==> src/verilog/irq_monitor_pkg.sv <==
/*
  Shared constants and carriers for the interrupt monitor aggregator:
  register offsets, control field positions, reset values and counts.
  Assumes a 15-bit register address space reached over the serial port.
*/
package irq_monitor_pkg;

  // Register offsets.
  localparam logic [14:0] IRQ_CTRL_ADDR = 15'h005C;
  localparam logic [14:0] DRIFT_THRESHOLD_ADDR = 15'h005D;
  localparam logic [14:0] TEMP_CHANGE_THRESHOLD_ADDR = 15'h005E;
  localparam logic [14:0] CONV_CTRL_ADDR = 15'h0061;
  localparam logic [14:0] CONV_DIV_ADDR = 15'h0062;
  localparam logic [14:0] CONV_TRIGGER_ADDR = 15'h0072;
  localparam logic [14:0] BUSY_STATUS_ADDR = 15'h008F;
  localparam logic [14:0] MONITOR_STATUS_ADDR = 15'h0090;
  localparam logic [14:0] DRIFT_CHANNEL_FLAGS_UPPER_ADDR = 15'h0091;
  localparam logic [14:0] TEMP_MAGNITUDE_ADDR = 15'h0092;
  localparam logic [14:0] TEMP_SIGN_ADDR = 15'h0093;

  // Interrupt control register fields.
  localparam int IRQ_DRIVE_SELECT_BIT = 0;
  localparam int PLL_IRQ_ENABLE_BIT = 1;
  localparam int DRIFT_IRQ_ENABLE_BIT = 2;
  localparam int TEMP_IRQ_ENABLE_BIT = 3;
  localparam int CONVERTER_FAULT_IRQ_ENABLE_BIT = 4;
  localparam int TEMP_CHANGE_FLAG_CLEAR_BIT = 5;
  localparam int DRIFT_MON_HOLD_BIT = 6;
  localparam int OUTPUT_LEVEL_SELECT_BIT = 7;

  // Converter control register fields.
  localparam int CONV_ENABLE_BIT = 0;
  localparam int CONV_CLOCK_ENABLE_BIT = 1;
  localparam int CONV_TRIGGER_ENABLE_BIT = 2;
  localparam int CONV_CLOCK_SELECT_BIT = 6;
  localparam int CONVERTER_FAULT_MON_HOLD_BIT = 7;

  // Status register fields.
  localparam int BUSY_CONV_BIT = 1;
  localparam int STATUS_PLL_LOCK_BIT = 0;
  localparam int STATUS_TMP_ALIGN_BIT = 3;
  localparam int STATUS_TEMP_FLAG_BIT = 4;

  // Reset values.
  localparam logic [7:0] IRQ_CTRL_RESET = 8'h00;
  localparam logic [7:0] CONV_CTRL_RESET = 8'h00;
  localparam logic [7:0] THRESHOLD_RESET = 8'h00;
  localparam logic [7:0] CONV_DIV_RESET = 8'h00;

  // Channel count, accumulator width and conversion length.
  localparam int NUM_CHANNELS = 10;
  localparam int ACCUM_WIDTH = 12;
  localparam logic [4:0] CONV_CYCLES = 5'd17;

  // Serial frame: read flag, 15 address bits, 8 data bits.
  localparam logic [4:0] FRAME_ADDR_BITS = 5'd16;
  localparam logic [4:0] FRAME_BITS = 5'd24;

  // One alignment result from the alignment engine.
  typedef struct packed {
    logic valid;
    logic [3:0] channel;
    logic [7:0] delay;
  } align_event_s;

  // One finished temperature result from the code-to-temp stage.
  typedef struct packed {
    logic done;
    logic sign;
    logic [7:0] magnitude;
  } temp_result_s;

endpackage : irq_monitor_pkg

==> src/verilog/irq_monitor_aggregator.sv <==
/*
  Interrupt monitor aggregator: serial register slave, temperature change
  monitor, per-channel drift accumulators, converter fault monitor,
  converter clock divider and the active-low interrupt pin driver.
  Assumes alignment, temperature and fault inputs come from logic on mclk,
  and the serial pins come from outside and are synchronised here.
*/
// Notes on behaviour
// - Bit 0 of 0x5C picks push-pull (0) or open-drain (1) interrupt pin.
// - Open-drain pulls pin low for level 0, releases it for level 1.
// - Mask bits gate sources onto the pin; masked monitors keep running.
// - Pin is the inverted OR of all enabled sources.
// - PLL lock source is live, unlatched, asserted while lock status is high.
// - First result after temperature clear toggle becomes the reference.
// - Later results exceeding threshold by absolute difference latch flag.
// - Each alignment adds cancelled delay to its channel accumulator.
// - Drift hold bit 1 stops monitoring; toggling restarts; clear after reset.
// - Channel flag sets above threshold; 9..2 in 0x91, 1..0 in 0x90[7:6].
// - Drift source reaches the pin only while 0x5C bit 2 is 1.
// - Rising OR of the two fault bits latches the converter fault flag.
// - Converter fault and temporary alignment share one line and enable.
// - Fault hold bit 1 stops monitoring; toggling restarts; clear after reset.
// - Converter clock is the source divided by four K plus two.
// - Result is magnitude in 0x92 and sign in 0x93 bit 0, 1 negative.
// - Shared fault line reaches the pin only while 0x5C bit 4 is 1.
`timescale 1ns/1ps
module irq_monitor_aggregator (
  input wire logic mclk,
  input wire logic rst_b,
  input wire logic sclk,
  input wire logic cs_n,
  input wire logic sdi,
  output logic sdo,
  input wire logic pll_lock_status,
  input wire logic [1:0] converter_fault_bits,
  input wire logic tmp_align_error,
  input wire irq_monitor_pkg::align_event_s align_event,
  input wire irq_monitor_pkg::temp_result_s temp_result,
  output logic conv_clock,
  output logic conv_start,
  output logic conv_enable,
  output logic output_level_select,
  output logic irq_out_n,
  output logic irq_out_n_oe_n
);

  localparam int NCH = irq_monitor_pkg::NUM_CHANNELS;
  localparam int AW = irq_monitor_pkg::ACCUM_WIDTH;

  // Serial pin synchronisers; only the second stage is read by logic.
  logic [2:0] pin_meta_r;
  logic [2:0] pin_sync_r;
  logic sclk_prev_r;
  always_ff @(posedge mclk or negedge rst_b) begin
    if (!rst_b) begin
      pin_meta_r <= 3'h2;
      pin_sync_r <= 3'h2;
      sclk_prev_r <= 1'b0;
    end else begin
      pin_meta_r <= {sclk, cs_n, sdi};
      pin_sync_r <= pin_meta_r;
      sclk_prev_r <= pin_sync_r[2];
    end
  end

  wire sclk_s = pin_sync_r[2];
  wire cs_n_s = pin_sync_r[1];
  wire sdi_s = pin_sync_r[0];
  wire sclk_rise = sclk_s && !sclk_prev_r;
  wire sclk_fall = !sclk_s && sclk_prev_r;

  // Serial frame state.
  logic [4:0] bit_cnt_r;
  logic [23:0] shift_in_r;
  logic [7:0] shift_out_r;

  // Register storage.
  logic [7:0] irq_ctrl_r;
  logic [7:0] drift_limit_r;
  logic [7:0] temp_change_limit_r;
  logic [7:0] conv_ctrl_r;
  logic [7:0] conv_div_r;
  logic conv_busy_r;
  logic [7:0] temp_mag_r;
  logic temp_sign_r;

  // Frame decode: the 24th bit is the one being sampled now.
  wire [23:0] frame_word = {shift_in_r[22:0], sdi_s};
  wire frame_active = !cs_n_s;
  wire bit_taken = frame_active && sclk_rise;
  wire addr_done = bit_taken && (bit_cnt_r == 5'(irq_monitor_pkg::FRAME_ADDR_BITS - 5'd1));
  wire frame_done = bit_taken && (bit_cnt_r == 5'(irq_monitor_pkg::FRAME_BITS - 5'd1));
  wire [14:0] hdr_addr = frame_word[14:0];
  wire frame_write = frame_done && !frame_word[23];
  wire [14:0] wr_addr = frame_word[22:8];
  wire [7:0] wr_data = frame_word[7:0];

  wire wr_irq_ctrl = frame_write && (wr_addr == irq_monitor_pkg::IRQ_CTRL_ADDR);
  wire wr_drift = frame_write && (wr_addr == irq_monitor_pkg::DRIFT_THRESHOLD_ADDR);
  wire wr_temp = frame_write && (wr_addr == irq_monitor_pkg::TEMP_CHANGE_THRESHOLD_ADDR);
  wire wr_conv_ctrl = frame_write && (wr_addr == irq_monitor_pkg::CONV_CTRL_ADDR);
  wire wr_conv_div = frame_write && (wr_addr == irq_monitor_pkg::CONV_DIV_ADDR);
  wire wr_trigger = frame_write && (wr_addr == irq_monitor_pkg::CONV_TRIGGER_ADDR);

  // Control fields.
  wire drive_open_drain = irq_ctrl_r[irq_monitor_pkg::IRQ_DRIVE_SELECT_BIT];
  wire pll_irq_en = irq_ctrl_r[irq_monitor_pkg::PLL_IRQ_ENABLE_BIT];
  wire drift_irq_en = irq_ctrl_r[irq_monitor_pkg::DRIFT_IRQ_ENABLE_BIT];
  wire temp_irq_en = irq_ctrl_r[irq_monitor_pkg::TEMP_IRQ_ENABLE_BIT];
  wire fault_irq_en = irq_ctrl_r[irq_monitor_pkg::CONVERTER_FAULT_IRQ_ENABLE_BIT];
  wire temp_change_flag_clear = irq_ctrl_r[irq_monitor_pkg::TEMP_CHANGE_FLAG_CLEAR_BIT];
  wire drift_mon_hold = irq_ctrl_r[irq_monitor_pkg::DRIFT_MON_HOLD_BIT];
  wire fault_mon_hold = conv_ctrl_r[irq_monitor_pkg::CONVERTER_FAULT_MON_HOLD_BIT];
  wire conv_clk_sel = conv_ctrl_r[irq_monitor_pkg::CONV_CLOCK_SELECT_BIT];
  wire conv_clk_en = conv_ctrl_r[irq_monitor_pkg::CONV_CLOCK_ENABLE_BIT];
  wire conv_trig_en = conv_ctrl_r[irq_monitor_pkg::CONV_TRIGGER_ENABLE_BIT];

  // Frame bit counter and input shifter; a raised select aborts the frame.
  always_ff @(posedge mclk or negedge rst_b) begin
    if (!rst_b) begin
      bit_cnt_r <= 5'h00;
      shift_in_r <= 24'h000000;
    end else if (!frame_active) begin
      bit_cnt_r <= 5'h00;
    end else if (bit_taken) begin
      shift_in_r <= frame_word;
      bit_cnt_r <= frame_done ? 5'h00 : bit_cnt_r + 5'h01;
    end
  end

  // Writable registers.
  always_ff @(posedge mclk or negedge rst_b) begin
    if (!rst_b) begin
      irq_ctrl_r <= irq_monitor_pkg::IRQ_CTRL_RESET;
      drift_limit_r <= irq_monitor_pkg::THRESHOLD_RESET;
      temp_change_limit_r <= irq_monitor_pkg::THRESHOLD_RESET;
      conv_ctrl_r <= irq_monitor_pkg::CONV_CTRL_RESET;
      conv_div_r <= irq_monitor_pkg::CONV_DIV_RESET;
    end else begin
      if (wr_irq_ctrl) irq_ctrl_r <= wr_data;
      if (wr_drift) drift_limit_r <= wr_data;
      if (wr_temp) temp_change_limit_r <= wr_data;
      if (wr_conv_ctrl) conv_ctrl_r <= wr_data;
      if (wr_conv_div) conv_div_r <= wr_data;
    end
  end

  // Converter clock source: every core cycle, or each serial clock rise.
  logic [9:0] div_cnt_r;
  logic conv_tick_r;
  logic [4:0] conv_cycle_r;
  wire src_tick = conv_clk_sel ? sclk_rise : 1'b1;
  wire [9:0] div_last = {conv_div_r, 2'b01};

  // Divider by 4K+2 producing a one-cycle converter clock enable.
  always_ff @(posedge mclk or negedge rst_b) begin
    if (!rst_b) begin
      div_cnt_r <= 10'h000;
      conv_tick_r <= 1'b0;
    end else begin
      conv_tick_r <= 1'b0;
      if (!conv_clk_en) begin
        div_cnt_r <= 10'h000;
      end else if (src_tick) begin
        conv_tick_r <= (div_cnt_r == div_last);
        div_cnt_r <= (div_cnt_r == div_last) ? 10'h000 : div_cnt_r + 10'h001;
      end
    end
  end

  // Conversion busy spans 17 converter clocks from the trigger write.
  always_ff @(posedge mclk or negedge rst_b) begin
    if (!rst_b) begin
      conv_busy_r <= 1'b0;
      conv_cycle_r <= 5'h00;
      conv_start <= 1'b0;
    end else begin
      conv_start <= wr_trigger && conv_trig_en;
      if (wr_trigger && conv_trig_en) begin
        conv_busy_r <= 1'b1;
        conv_cycle_r <= 5'h00;
      end else if (conv_busy_r && conv_tick_r) begin
        conv_cycle_r <= conv_cycle_r + 5'h01;
        if (conv_cycle_r == irq_monitor_pkg::CONV_CYCLES - 5'd1) begin
          conv_busy_r <= 1'b0;
        end
      end
    end
  end

  // Stored temperature result, sign and magnitude.
  always_ff @(posedge mclk or negedge rst_b) begin
    if (!rst_b) begin
      temp_mag_r <= 8'h00;
      temp_sign_r <= 1'b0;
    end else if (temp_result.done) begin
      temp_mag_r <= temp_result.magnitude;
      temp_sign_r <= temp_result.sign;
    end
  end

  // Temperature monitor arithmetic in ten-bit two's complement.
  logic ref_valid_r;
  logic [9:0] temp_ref_r;
  logic temp_change_flag;
  wire [9:0] temp_now = temp_result.sign ?
    10'(-{2'b00, temp_result.magnitude}) : {2'b00, temp_result.magnitude};
  wire [9:0] temp_delta = temp_now - temp_ref_r;
  wire [9:0] temp_abs = temp_delta[9] ? 10'(-temp_delta) : temp_delta;
  wire temp_exceeds = temp_abs > {2'b00, temp_change_limit_r};

  // Clear bit high discards the reference and flag; first result after is ref.
  always_ff @(posedge mclk or negedge rst_b) begin
    if (!rst_b) begin
      ref_valid_r <= 1'b0;
      temp_ref_r <= 10'h000;
      temp_change_flag <= 1'b0;
    end else if (temp_change_flag_clear) begin
      ref_valid_r <= 1'b0;
      temp_change_flag <= 1'b0;
    end else if (temp_result.done) begin
      if (!ref_valid_r) begin
        ref_valid_r <= 1'b1;
        temp_ref_r <= temp_now;
      end else if (temp_exceeds) begin
        temp_change_flag <= 1'b1;
      end
    end
  end

  // Per-channel drift accumulators, saturating, with sticky flags.
  logic [NCH-1:0] drift_channel_flags;
  genvar ch;
  generate
    for (ch = 0; ch < NCH; ch++) begin : g_drift
      logic [AW-1:0] accum_r;
      wire hit = align_event.valid && (align_event.channel == 4'(ch));
      wire [AW:0] sum = {1'b0, accum_r} + {{(AW-7){1'b0}}, align_event.delay};
      wire [AW-1:0] sat = sum[AW] ? {AW{1'b1}} : sum[AW-1:0];
      always_ff @(posedge mclk or negedge rst_b) begin
        if (!rst_b) begin
          accum_r <= '0;
          drift_channel_flags[ch] <= 1'b0;
        end else if (drift_mon_hold) begin
          accum_r <= '0;
          drift_channel_flags[ch] <= 1'b0;
        end else if (hit) begin
          accum_r <= sat;
          if (sat > {{(AW-8){1'b0}}, drift_limit_r}) begin
            drift_channel_flags[ch] <= 1'b1;
          end
        end
      end
    end
  endgenerate

  // Converter fault monitor: rising OR of fault bits latches the flag.
  logic fault_prev_r;
  logic fault_flag_r;
  wire fault_any = |converter_fault_bits;
  always_ff @(posedge mclk or negedge rst_b) begin
    if (!rst_b) begin
      fault_prev_r <= 1'b0;
      fault_flag_r <= 1'b0;
    end else if (fault_mon_hold) begin
      fault_prev_r <= 1'b0;
      fault_flag_r <= 1'b0;
    end else begin
      fault_prev_r <= fault_any;
      if (fault_any && !fault_prev_r) fault_flag_r <= 1'b1;
    end
  end

  // Source gating and combination into one interrupt level.
  wire src_pll = pll_irq_en && pll_lock_status;
  wire src_temp = temp_irq_en && temp_change_flag;
  wire src_drift = drift_irq_en && (|drift_channel_flags);
  wire src_fault = fault_irq_en && (fault_flag_r || tmp_align_error);
  wire irq_any = src_pll || src_temp || src_drift || src_fault;

  // Pin driver registered on the core clock.
  always_ff @(posedge mclk or negedge rst_b) begin
    if (!rst_b) begin
      irq_out_n <= 1'b1;
      irq_out_n_oe_n <= 1'b0;
    end else begin
      irq_out_n <= drive_open_drain ? 1'b0 : !irq_any;
      irq_out_n_oe_n <= drive_open_drain && !irq_any;
    end
  end

  // Read mux for the register addressed by the frame header.
  wire [7:0] status_word = {drift_channel_flags[1:0], 1'b0, temp_change_flag,
    tmp_align_error, converter_fault_bits, pll_lock_status};
  logic [7:0] rd_data;
  always_comb begin
    rd_data = 8'h00;
    case (hdr_addr)
      irq_monitor_pkg::IRQ_CTRL_ADDR: rd_data = irq_ctrl_r;
      irq_monitor_pkg::DRIFT_THRESHOLD_ADDR: rd_data = drift_limit_r;
      irq_monitor_pkg::TEMP_CHANGE_THRESHOLD_ADDR: rd_data = temp_change_limit_r;
      irq_monitor_pkg::CONV_CTRL_ADDR: rd_data = conv_ctrl_r;
      irq_monitor_pkg::CONV_DIV_ADDR: rd_data = conv_div_r;
      irq_monitor_pkg::BUSY_STATUS_ADDR: rd_data = {6'h00, conv_busy_r, 1'b0};
      irq_monitor_pkg::MONITOR_STATUS_ADDR: rd_data = status_word;
      irq_monitor_pkg::DRIFT_CHANNEL_FLAGS_UPPER_ADDR:
        rd_data = drift_channel_flags[9:2];
      irq_monitor_pkg::TEMP_MAGNITUDE_ADDR: rd_data = temp_mag_r;
      irq_monitor_pkg::TEMP_SIGN_ADDR: rd_data = {7'h00, temp_sign_r};
      default: rd_data = 8'h00;
    endcase
  end

  // Read data shifts out MSB first on serial clock falls after the header.
  always_ff @(posedge mclk or negedge rst_b) begin
    if (!rst_b) begin
      shift_out_r <= 8'h00;
      sdo <= 1'b0;
    end else if (addr_done && frame_word[15]) begin
      shift_out_r <= rd_data;
    end else if (frame_active && sclk_fall) begin
      sdo <= shift_out_r[7];
      shift_out_r <= {shift_out_r[6:0], 1'b0};
    end
  end

  assign conv_clock = conv_tick_r;
  assign conv_enable = conv_ctrl_r[irq_monitor_pkg::CONV_ENABLE_BIT];
  assign output_level_select =
    irq_ctrl_r[irq_monitor_pkg::OUTPUT_LEVEL_SELECT_BIT];

endmodule : irq_monitor_aggregator

==> config.mk <==
export PLATFORM = sky130hd
export DESIGN_NAME = irq_monitor_aggregator
export DESIGN_NICKNAME = d
export VERILOG_FILES = /design/src/verilog/irq_monitor_pkg.sv /design/src/verilog/irq_monitor_aggregator.sv
export SDC_FILE = /design/constraint.sdc
export NUM_CORES = 1
export LEC_CHECK = 0
export BUFFER_PORTS_ARGS = -buffer_cell sky130_fd_sc_hd__buf_2
export CAP_MARGIN = 10
export CORE_MARGIN = 4
export CORE_UTILIZATION = 55
export CTS_BUF_LIST = sky130_fd_sc_hd__clkbuf_16
export DETAILED_ROUTE_END_ITERATION = 12
export GPL_TIMING_DRIVEN = 0
export PLACE_DENSITY = 0.71
export SLEW_MARGIN = 10
export SYNTH_ARGS = -nofsm -noshare
export SYNTH_HDL_FRONTEND = slang
export SYNTH_SLANG_ARGS = --single-unit
==> constraint.sdc <==
create_clock -name mclk -period 4.3 [get_ports mclk]
set_input_delay 1.075 -clock mclk [delete_from_list [all_inputs] [get_ports mclk]]
set_output_delay 1.075 -clock mclk [all_outputs]
set_load 0.005 [all_outputs]
* Word-level counts from Yosys, hierarchy flattened
Index checks and enable logic that the tools add are counted.
Storage, ports and cells: flip-flop bits (word level) 257, logic and storage cells 284
Operators by class: add/sub/neg operators 16, $lt $le $gt $ge 11, eq/ne operators 30, multiplexer cells 89, bitwise gates (word level) 4, reduce and logical (&&, ||, !) cells 88
Operator list (number):
- 12-bit 2-to-1 mux | 30
- 15-bit by 7-bit == test with 1-bit output, second input constant | 11
- 12-bit by 8-bit adder with 13-bit output | 10
- 12-bit by 8-bit > comparator with 1-bit output | 10
- 8-bit one-hot mux with 10 select lines | 1
- 15-bit by 8-bit == test with 1-bit output, second input constant | 5
- 2-bit nonzero test | 28
- 10-bit 2-to-1 mux | 5
- 1-bit 2-to-1 mux | 46
- 1-bit logical AND | 32
- 2-bit AND reduction | 13
- 5-bit 2-to-1 mux | 5
- 4-bit by 3-bit == test with 1-bit output, second input constant | 4
- 8-bit 2-to-1 mux | 2
- 10-bit by 1-bit adder with 10-bit output, second input constant | 1
- 5-bit by 1-bit adder with 5-bit output, second input constant | 2
- 10-bit == test | 1
- 5-bit == test, second input constant | 2
- 10-bit by 8-bit > comparator with 1-bit output | 1
- 10-bit negator | 1
- 8-bit negator with 10-bit output | 1
- 10-bit OR reduction | 1
- 10-bit subtractor | 1
- 4-bit by 2-bit == test with 1-bit output, second input constant | 2
- other kinds (10) | 23

* Logic depth before layout (Yosys ltp)
Gate-level depths: netlist (run 1).
word-level depth 10, gate-level depth with buffers 21

* Least setup slack after synthesis (run 1)
OpenSTA, ideal clock, no wires.
path type input -> register, start in temp_result[1] (netlist name), end reg temp_change_flag, arrival time 5.141 ns, data required time 4.163 ns, slack -0.978 ns, cell stages on the path 19, buffers on the path 0, cell sequence or3_1 -> o31ai_1 -> xnor2_1 -> ha_1 -> o21a_1 -> o21ai_0 -> a311oi_1 -> a211oi_4 -> xor2_1 -> nor2_1 -> xor2_1 -> ha_1 -> nand4_1 -> nor4_1 -> a311o_1 -> nand2_1 -> a311o_1 -> nor4b_1 -> a211oi_2
On the way: longest elaborated chain between the ends 8
RTL lines:
- from (decl) | RTL line irq_monitor_aggregator.sv:38 | input wire irq_monitor_pkg::temp_result_s temp_result,
- 8-bit negator with 10-bit output * | RTL line irq_monitor_aggregator.sv:207 | 10'(-{2'b00, temp_result.magnitude}) : {2'b00, temp_result.magnitude};
- 10-bit 2-to-1 mux * | RTL line irq_monitor_aggregator.sv:206 | wire [9:0] temp_now = temp_result.sign ?
- net temp_now[5] | RTL line irq_monitor_aggregator.sv:206
- 10-bit subtractor * | RTL line irq_monitor_aggregator.sv:208 | wire [9:0] temp_delta = temp_now - temp_ref_r;
- 10-bit negator | RTL line irq_monitor_aggregator.sv:209 | wire [9:0] temp_abs = temp_delta[9] ? 10'(-temp_delta) : temp_delta;
- 10-bit 2-to-1 mux * | RTL line irq_monitor_aggregator.sv:209
- 10-bit by 8-bit > comparator with 1-bit output * | RTL line irq_monitor_aggregator.sv:210 | wire temp_exceeds = temp_abs > {2'b00, temp_change_limit_r};
- 2-bit nonzero test (no line) *
- 3-bit AND reduction (no line) *
- to (signal assigned) | RTL line irq_monitor_aggregator.sv:217 | temp_change_flag <= 1'b0;
- to (signal assigned) | RTL line irq_monitor_aggregator.sv:220 | temp_change_flag <= 1'b0;
- to (signal assigned) | RTL line irq_monitor_aggregator.sv:226 | temp_change_flag <= 1'b1;
- to (decl) | RTL line irq_monitor_aggregator.sv:205 | logic temp_change_flag;
The timed path passes the listed nets; every way through them passes the cells marked *. A chain may end at the register's enable or synchronous reset.

* Worst setup path after layout (run 1)
start in temp_result[0] (netlist name), end reg temp_change_flag
The elaborated chain is that of the path after synthesis.

==> results.ini, run 1 <==
[route]
ant_nets = 0
dr.pass1.iters = 5
drt_iter0_drc = 1264
wl_per_cell_um = 19.9
wl_um = 49500
vias = 15639
viasPerCell = 6.29
drc_errors = 0

[floorplan]
core-area_um2 = 32600
die_area_um2 = 36100
initial_utilization = 0.559
placementRows = 66
fp.dieW_um = 190
io_pins = 39
chipHeight_um = 190

[timing]
hold_viol = 0
rsz0062_at_grt = true
fmax_mhz = 211
final.setup_skew_ps = 16.3
min_period_ps = 4750
setup_ws_ps = -449
min_period_over_period = 1.10
finalMaxSlewViolations = 0
worst_pin_slew_ps = 912
setup_viol = 1
fin_setup_tns_ps = -449
max_slew_margin = 0.390

[clock_tree]
cts_tree = done
clk_pin_slew_ps = 60
cts_sinks = 257
htreeDepth = 1
ctsHoldBuffers = 0
cts-root-buf = clkbuf_16
cts_buffers = 30
clock_latency_ps = 580
cts_max_path_buffers = 3

[global_routing]
grt_pass1_wl_um = 80200
grt_max_degree = 111
antenna_found_initial = 0
grtUsageTotal = 0.270
grt-ovfl-total = 0
grt_pass1_vias = 15348

[pwr]
p_leak_nw = 9.37
ir_drop_mv = 0.355
powerDensity_nw_per_um2 = 578

[yosys]
synthMuxAreaShare = 0.0496
netlist_instances = 1924
synthAdderAreaFrac = 0.139
seq_area_frac_synth = 0.353
synth_top_family_by_area = compound AO/OA/AOI/OAI gates
synth_simple_gate_area_frac = 0.174
async_reset_ff_frac = 1.00
syn_avg_cell_area_um2 = 9.47
synth_nets = 2152
synth_compound_area_frac = 0.223
synthXorXnorAreaFrac = 0.0335
syn-cell-area_um2 = 18200
synth_edf_count = 0
synth_seq_cells = 257
synth_flop_cell = dfrtp_1
yosys_warnings = 0
synth_cell_types = 100

[place]
dp_hpwl_um = 34400
place_inst = 2405
portBuffers = 37
globalplace.congestion = 0.924

[finish]
drive_gt1_frac = 0.141
final_common_cell = dfrtp_1
syn_to_final_growth_pct = 12.7
diodes = 0
final_nets = 2250
final_cell_mix = 254 x dfrtp_1, 181 x ha_1, 155 x nand2_1
instances_no_fill = 2487

[outcome]
violations = setup timing
outcome = finished, violations left

[setup_path]
critPathKind = in2reg
startpoint_type = input port
worstPathArrival_ps = 5200
cp-end-kind = register
r2r_setup_slack_ps = 330
cp_max_fo = 5
cp.required_ps = 4750

[hold_path]
hold_path.class = reg2reg

[job]
maxCapViolations = 0

[kinds of logic (layout without fill, tap and decap cells)]
kind of cell	Yosys count	after routing
adder cells (fa/ha/maj)	196	196
AO/OA/AOI/OAI	586	586
XOR/XNOR	68	68
flip-flops	257	257
multiplexers	81	81
AND/OR/NAND/NOR	607	607
buffers and inverters	129	250
[worst paths after layout]
check                                from                     end  cells past startpoint
max                        temp_result[0]        temp_change_flag                     20
min                         pin_meta_r[2]           pin_sync_r[2]                      0
max reg2reg                 temp_ref_r[0]        temp_change_flag                     17
min reg2reg                 pin_meta_r[2]           pin_sync_r[2]                      0
max in group asynchronous           rst_b  g_drift[6].accum_r[11]                      3
min in group asynchronous           rst_b           temp_ref_r[3]                      1
[report_power, final]
part / total (mW) / switching, mW / internal, mW
sequential: 3.27 / 0.375 / 2.90
clock: 2.50 / 1.05 / 1.44
combinational: 6.11 / 3.34 / 2.77
total: 11.9 / 4.76 / 7.11
[cells in the mapped netlist, types with 37 or more instances]
library cell  count  area, um^2
dfrtp_1         254        6360
ha_1            185        2310
nand2_1         156         586
o21ai_0         148         741
nor2_1          132         495
a21oi_1          91         455
inv_1            83         312
a22o_1           76         666
mux2_2           75         845
nand3_1          48         240
nand2b_1         47         294
o21a_1           44         330
nor2b_1          43         269
a21o_1           41         308
clkbuf_1         38         143
nor3_1           38         190
xnor2_1          37         324
[per-layer routing]
layer	global-route usage	wire length, um	part of all wire
met5	0	0	0
met3	0.0281	2700	0.055
met2	0.461	23800	0.48
met4	0.0684	1380	0.028
met1	0.370	21600	0.44
[worst max-delay path, stage by stage]
cell and delay [ps]:
buf_8 110, or3_4 420, o31ai_4 260, xnor2_2 150, ha_1 270, o21a_1 200, o21ai_2 160, a311oi_2 80
a211oi_4 250, xor2_2 280, a31oi_1 90, xnor2_1 170, ha_1 380, nand3_2 110, nor4_4 260, a311o_1 170
nand2_2 60, a311o_1 290, nor4b_2 340, a211oi_2 80
[final cells by class]
cell class | instances | area [um^2]
plain buffers | 45 | 188
clock buffers | 30 | 751
clock inverters | 25 | 214
fillers | 2694 | 12100
inverters | 83 | 315
multi-input cells | 1538 | 11600
flip-flops and latches | 257 | 6430
well taps | 442 | 553
repair buffers | 67 | 503
[flip-flops by register name, summed over array words and instances, names as in the netlist, 3 cells and up]
register / count
pin_meta_r: 3
bit_cnt_r: 5
drift_limit_r: 8
shift_in_r: 23
drift_channel_flags: 10
temp_change_limit_r: 8
temp_ref_r: 10
pin_sync_r: 3
irq_ctrl_r: 8
g_drift.accum_r: 120
div_cnt_r: 10
conv_div_r: 8
conv_ctrl_r: 8
conv_cycle_r: 5
temp_mag_r: 8
shift_out_r: 8
[repair_timing]
action | CTS | global route
setup endpoints to repair | 11 | 11
pin swaps | 9 | 26
setup buffers | 12 | 16
resized for setup | 31 | 31
[through the flow]
stage	power (mW)	utilization	area, um^2	hold slack [ps]	worst slack (ps)
floorplan	7.79	-	18300	331	-513
global placement	8.80	0.583	19000	340	-2670
detailed placement	9.06	0.585	19100	339	-1420
CTS	11.7	0.621	20300	355	-358
global route	12.9	0.630	20500	361	-618
finish	11.9	0.630	20500	351	-449
Note: power is estimated with default switching activity, not from simulation.
==> inputs of run 2 (changes only) <==
Settings changed: CORE_ASPECT_RATIO set to 1.1.
==> run 2 against run 1 <==
The flow still finishes with violations (setup timing). Global-route usage is 0.21 points higher. Die area about the same. Combinational power is essentially flat. Final area increased by 0.52%. Non-clock buffer count increased by 12. Register-to-register slack improved by 130 ps. Sequential cell count did not move. Maximum frequency is 3.2% higher. Power rose by 0.89%. Clock power rose by 5%. Cell count about the same. Wire length down 0.40%. Largest cell class unchanged.
==> results.ini, run 2 (same netlist as run 1, synthesis figures left out) <==
[finish]
largest_reg_flops = 120  ; unchanged
top_regs = g_drift.accum_r x120, shift_in_r x23
final_core_util = 0.634  ; +0.00469
final_nets = 2263  ; +0.58%
instances_no_fill = 2486  ; -0.040%
drive_gt1_frac = 0.146  ; +0.00480
final_common_cell = dfrtp_1
syn_to_final_growth_pct = 13.3
diodes = 0  ; unchanged
largest-register = g_drift.accum_r
final_cell_mix = 254 x dfrtp_1, 182 x ha_1, 155 x nand2_1

[timing]
min_period_over_period = 1.07  ; -0.0342
fmax_mhz = 217  ; +3.2%
hold_viol = 0  ; unchanged
final.setup_skew_ps = 8.50  ; -7.82 ps
setup_ws_ps = -302  ; +147 ps
fin_setup_tns_ps = -302  ; +147 ps
min_period_ps = 4600  ; -147 ps
worst_pin_slew_ps = 1140  ; +230 ps
finalMaxSlewViolations = 0  ; unchanged
rsz0062_at_grt = true
max_slew_margin = 0.237  ; -0.153
setup_viol = 1  ; unchanged

[global_routing]
grt_max_degree = 94  ; -15%
grt_pass1_wl_um = 80900  ; +0.93%
grtUsageTotal = 0.272  ; +0.00207
antenna_found_initial = 1  ; +1
grt-ovfl-total = 0  ; unchanged
grt_pass1_vias = 15727  ; +2.5%

[floorplan]
core-area_um2 = 32500  ; -0.22%
io_pins = 39  ; unchanged
initial_utilization = 0.560  ; +0.00122
die_area_um2 = 36100  ; about the same
placementRows = 69  ; +4.5%
chipHeight_um = 199  ; +4.7%
fp.dieW_um = 182  ; -4.5%

[hold_path]
hold_path_depth = 0  ; unchanged
hp-start = pin_meta_r[1]
hold_path.class = reg2reg

[setup_path]
critPathKind = in2reg
crit_slowest_cell = ha_1
timing.critical_path.mode_cell = ha_1
cp-end-kind = register
crit_end = temp_change_flag
crit_cells = 23  ; +15%
cp.required_ps = 4760  ; about the same
worstPathArrival_ps = 5060  ; -140 ps
r2r_setup_slack_ps = 460  ; +130 ps
crit_start = temp_result[0]
startpoint_type = input port
timing.rr.end = temp_change_flag
reg2reg_depth = 17  ; unchanged
crit_chain = buf_8, inv_1, ha_1, nand2b_1, o41ai_2, xnor2_1, ha_1, o21a_1, o21ai_2, a311oi_2, a211oi_4, buf_6, xnor2_4, o31ai_2, xnor2_1, ha_1, nand4_1, nor4_4, a311o_1, nand2_2, a311o_1, nor4b_2, a211oi_2
cpLargestDelayFamily = compound AO/OA/AOI/OAI gates
cp_num_buf_inv = 3  ; +2
r2r-start = temp_ref_r[0]
max_stage_delay_ps = 330  ; -90 ps
cp_max_fo = 5  ; unchanged

[pwr]
p_leak_nw = 9.44  ; +0.72%
powerDensity_nw_per_um2 = 580  ; +0.36%
ir_drop_mv = 0.491  ; +38%
report.power.total_mw = 12.0  ; +0.89%

[clock_tree]
clk_pin_slew_ps = 60  ; about the same
ctsHoldBuffers = 0  ; unchanged
clock_latency_ps = 580  ; about the same
cts_tree = done
cts_buffers = 31  ; +3.3%
htreeDepth = 1  ; unchanged
cts-root-buf = clkbuf_16
cts_sinks = 257  ; unchanged
cts_max_path_buffers = 3  ; unchanged

[route]
drc_errors = 0  ; unchanged
ant_nets = 0  ; unchanged
vias = 15664  ; +0.16%
wl_met2_um = 23500  ; -1.2%
wl_met3_um = 2610  ; -3.2%
route.layer.met1.wl_um = 21300  ; -1.4%
dr.pass1.iters = 7  ; +2
viasPerCell = 6.30  ; +0.20%
drt_iter0_drc = 1301  ; +2.9%
wl_per_cell_um = 19.8  ; -0.36%
wl_um = 49300  ; -0.40%
top_layer_used = met5

[place]
dp_slack_ps = -1350  ; +65.6 ps
portBuffers = 37  ; unchanged
place_inst = 2389  ; -0.67%
dp_hpwl_um = 34300  ; -0.36%
globalplace.congestion = 0.926  ; +0.25%

[job]
maxCapViolations = 0  ; unchanged

[outcome]
violations = setup timing
outcome = finished, violations left

==> run 2: cell types whose count changed in the layout (fill, tap and decap cells not counted), moves of 2 or more <==
cell,before,now
buf_4,28,40
clkinvlp_4,1,5
o21ai_1,4,7
buf_6,5,3
clkinv_1,6,4
clkinv_4,2,0
inv_1,89,91
inv_2,2,0
o21ai_0,143,141
==> run 2: final cells by class <==
class,count,area [um^2]
Tap cell,426,533
Clock buffer,31,776
Inverter,83,315
Sequential cell,257,6430
Buffer,46,191
Timing Repair Buffer,78,583
Fill cell,2682,11900
Multi-Input combinational cell,1538,11600
Clock inverter,27,233
==> run 2: what timing repair did <==
| item | CTS | global route |
|---|---|---|
| setup endpoints to repair | 11 | 11 |
| pin swaps | 8 | 15 |
| buffers inserted | 19 | 20 |
| resized for setup | 35 | 26 |
==> run 2: power by group <==
part	total, mW	internal (mW)	switching, mW
Clock	2.62	1.54	1.07
Combinational	6.09	2.78	3.31
Sequential	3.28	2.90	0.380
Total	12.0	7.21	4.77
==> run 2: worst min path at each step <==
stage / slack [ps] / endpoint
floorplan: 330 / pin_sync_r[0]
global placement: 340 / pin_sync_r[0]
detailed placement: 340 / pin_sync_r[0]
CTS: 360 / pin_sync_r[1]
global route: 360 / pin_sync_r[1]
finish: 360 / pin_sync_r[1]
==> run 2: metal layers <==
layer,vias up,global-route usage
li1,7413,-
met1,7665,0.356
met2,459,0.464
met3,125,0.0369
met4,2,0.0992
met5,-,0
==> run 2: through the flow <==
step	instance area [um^2]	hold slack, ps
after floorplan	18300	331
after global placement	19000	344
final	20600	358
after detailed placement	19100	343
after CTS	20400	362
after global routing	20600	360
==> inputs of run 3 (changes only) <==
Settings changed: PLACE_DENSITY 0.71 to unset, PLACE_DENSITY_LB_ADDON set to 0.05.
==> run 3 against run 2 <==
The run still ends with setup timing left. First-iteration DRC count shrank 27%. Power grew 0.14%. Combinational power shrank 0.7%. Sequential power is essentially flat. Global-route usage shrank 0.30 points. Clock-buffer cell count is the same. Critical path type unchanged.
==> results.ini, run 3 (same netlist as run 1, synthesis figures left out) <==
[pwr]
p_clk_frac = 0.223  ; +0.005
p_int_mw = 7.25  ; +0.50%
comb_power_share = 0.505  ; -0.003
switching_share = 0.396  ; -0.00220
p_leak_nw = 9.41  ; -0.35%
seqPwrFrac = 0.273  ; about the same
powerDensity_nw_per_um2 = 582  ; +0.33%
p_sw_mw = 4.75  ; -0.42%
ir_drop_mv = 0.456  ; -7.1%

[hold_path]
hp-start = pin_meta_r[1]
hold_path.class = reg2reg
hold_end = pin_sync_r[1]
hold_path_depth = 0  ; unchanged

[outcome]
outcome = finished, violations left
violations = setup timing

[route]
ant_nets = 0  ; unchanged
wl_um = 49600  ; +0.67%
vias = 15464  ; -1.3%
drc_errors = 0  ; unchanged
dr.pass1.iters = 6  ; -1
wl_per_cell_um = 20.0  ; +0.95%
viasPerCell = 6.24  ; -1.0%
drt_iter0_drc = 956  ; -27%

[global_routing]
gr-usage-met1 = 0.346  ; -0.00989
antenna_found_initial = 1  ; unchanged
grt-ovfl-total = 0  ; unchanged
grt_pass1_vias = 15181  ; -3.5%
use_met3 = 0.0305  ; -0.00640
busiest_layer = met2
grtUsageTotal = 0.269  ; -0.00301
gr-usage-met2 = 0.471  ; +0.00689
grt_max_degree = 93  ; -1.1%
grt_pass1_wl_um = 79100  ; -2.2%

[clock_tree]
cts_tree = done
ctsHoldBuffers = 0  ; unchanged
cts_buffers = 31  ; unchanged
cts_max_path_buffers = 3  ; unchanged
htreeDepth = 1  ; unchanged
cts_sinks = 257  ; unchanged
clk_pin_slew_ps = 60  ; about the same
cts-root-buf = clkbuf_16
clock_latency_ps = 580  ; about the same

[setup_path]
worstPathArrival_ps = 5120  ; +60 ps
cp_max_fo = 6  ; +1
startpoint_type = input port
r2r_setup_slack_ps = 390  ; -70 ps
cp-end-kind = register
timing.rr.end = temp_change_flag
critPathKind = in2reg
reg2reg_depth = 17  ; unchanged
cp.required_ps = 4740  ; -20 ps
r2r-start = temp_ref_r[0]

[place]
globalplace.congestion = 0.920  ; -0.71%
placed_area_um2 = 19100  ; unchanged
place_inst = 2389  ; unchanged
dp_hpwl_um = 34500  ; +0.50%
dp_slack_ps = -1440  ; -87.9 ps
portBuffers = 37  ; unchanged

[finish]
diodes = 0  ; unchanged
final_common_cell = dfrtp_1
largest_reg_flops = 120  ; unchanged
final_cell_mix = 254 x dfrtp_1, 181 x ha_1, 155 x nand2_1
largest-register = g_drift.accum_r
top_regs = g_drift.accum_r x120, shift_in_r x23
final_nets = 2256  ; -0.31%
final_area_um2 = 20600  ; -0.19%
drive_gt1_frac = 0.141  ; -0.00486
syn_to_final_growth_pct = 13.0
instances_no_fill = 2479  ; -0.28%

[floorplan]
chipHeight_um = 199  ; unchanged
placementRows = 69  ; unchanged
fp.dieW_um = 182  ; unchanged
io_pins = 39  ; unchanged
core-area_um2 = 32500  ; unchanged
initial_utilization = 0.560  ; unchanged
die_area_um2 = 36100  ; unchanged

[timing]
min_period_ps = 4680  ; +74.2 ps
final.setup_skew_ps = 15.9  ; +7.36 ps
setup_ws_ps = -376  ; -74.2 ps
hold_viol = 0  ; unchanged
whs_ps = 362  ; +3.71 ps
rsz0062_at_grt = true
fmax_mhz = 214  ; -1.6%
worst_pin_slew_ps = 1130  ; -12.0 ps
finalMaxSlewViolations = 0  ; unchanged
setup_viol = 1  ; unchanged
min_period_over_period = 1.09  ; +0.0172
max_slew_margin = 0.245  ; +0.00799

[job]
maxCapViolations = 0  ; unchanged

-- run 3: power by group through the flow --
stage	combinational, mW	clock [mW]	sequential [mW]
2_1_floorplan	4.61	0	3.18
3_3_place_gp	5.55	0	3.29
6_report	6.05	2.67	3.27
4_1_cts	5.90	2.74	3.26
5_1_grt	6.86	2.83	3.33
3_5_place_dp	5.74	0	3.30
-- run 3: worst max-delay path by stage --
stage                   startpoint                endpoint  slack, ps  depth (start not counted)
global route        temp_result[0]        temp_change_flag       -470                         20
detailed placement  align_event[1]  drift_channel_flags[9]      -1440                         16
floorplan           temp_result[0]        temp_change_flag       -510                         19
global placement             rst_b   g_drift[6].accum_r[4]      -2690                          1
CTS                 temp_result[0]        temp_change_flag       -250                         20
finish              temp_result[3]        temp_change_flag       -380                         19
-- run 3: area by class of cell --
cell class / count / area [um^2]
fillers: 2733 / 11900
multi-input cells: 1538 / 11500
flip-flops and latches: 257 / 6430
clock buffers: 31 / 776
repair buffers: 71 / 552
well taps: 426 / 533
inverters: 83 / 315
clock inverters: 27 / 251
plain buffers: 46 / 191
-- run 3: layer usage --
metal / part of all wire / vias up
met5: 0.00016 / -
met4: 0.034 / 2
met3: 0.050 / 103
met2: 0.49 / 390
met1: 0.42 / 7574
li1: - / 7395
-- run 3: stage by stage --
stage               setup TNS, ps   util  total power [mW]
finish                       -376  0.633              12.0
floorplan                    -513      -              7.79
CTS                          -254  0.626              11.9
global placement          -695240  0.584              8.84
global route                 -518  0.633              13.0
detailed placement         -16160  0.586              9.04
-- run 3: what timing repair did --
| item | CTS | global route |
|---|---|---|
| pin swaps | 10 | 16 |
| endpoints found under the setup margin | 11 | 11 |
| buffers inserted | 15 | 17 |
| gates resized for setup | 27 | 29 |
-- run 3: worst max-delay path: stages --
cell,delay (ps)
buf_2,160
or4_4,560
o31a_1,370
ha_4,310
inv_1,60
a311oi_2,350
a211oi_4,80
buf_6,140
xnor2_4,210
o31ai_2,110
xnor2_1,160
ha_1,320
nand4_1,140
nor4_4,180
a311o_1,170
nand2_2,70
a311o_1,290
nor4b_2,290
a211oi_2,80
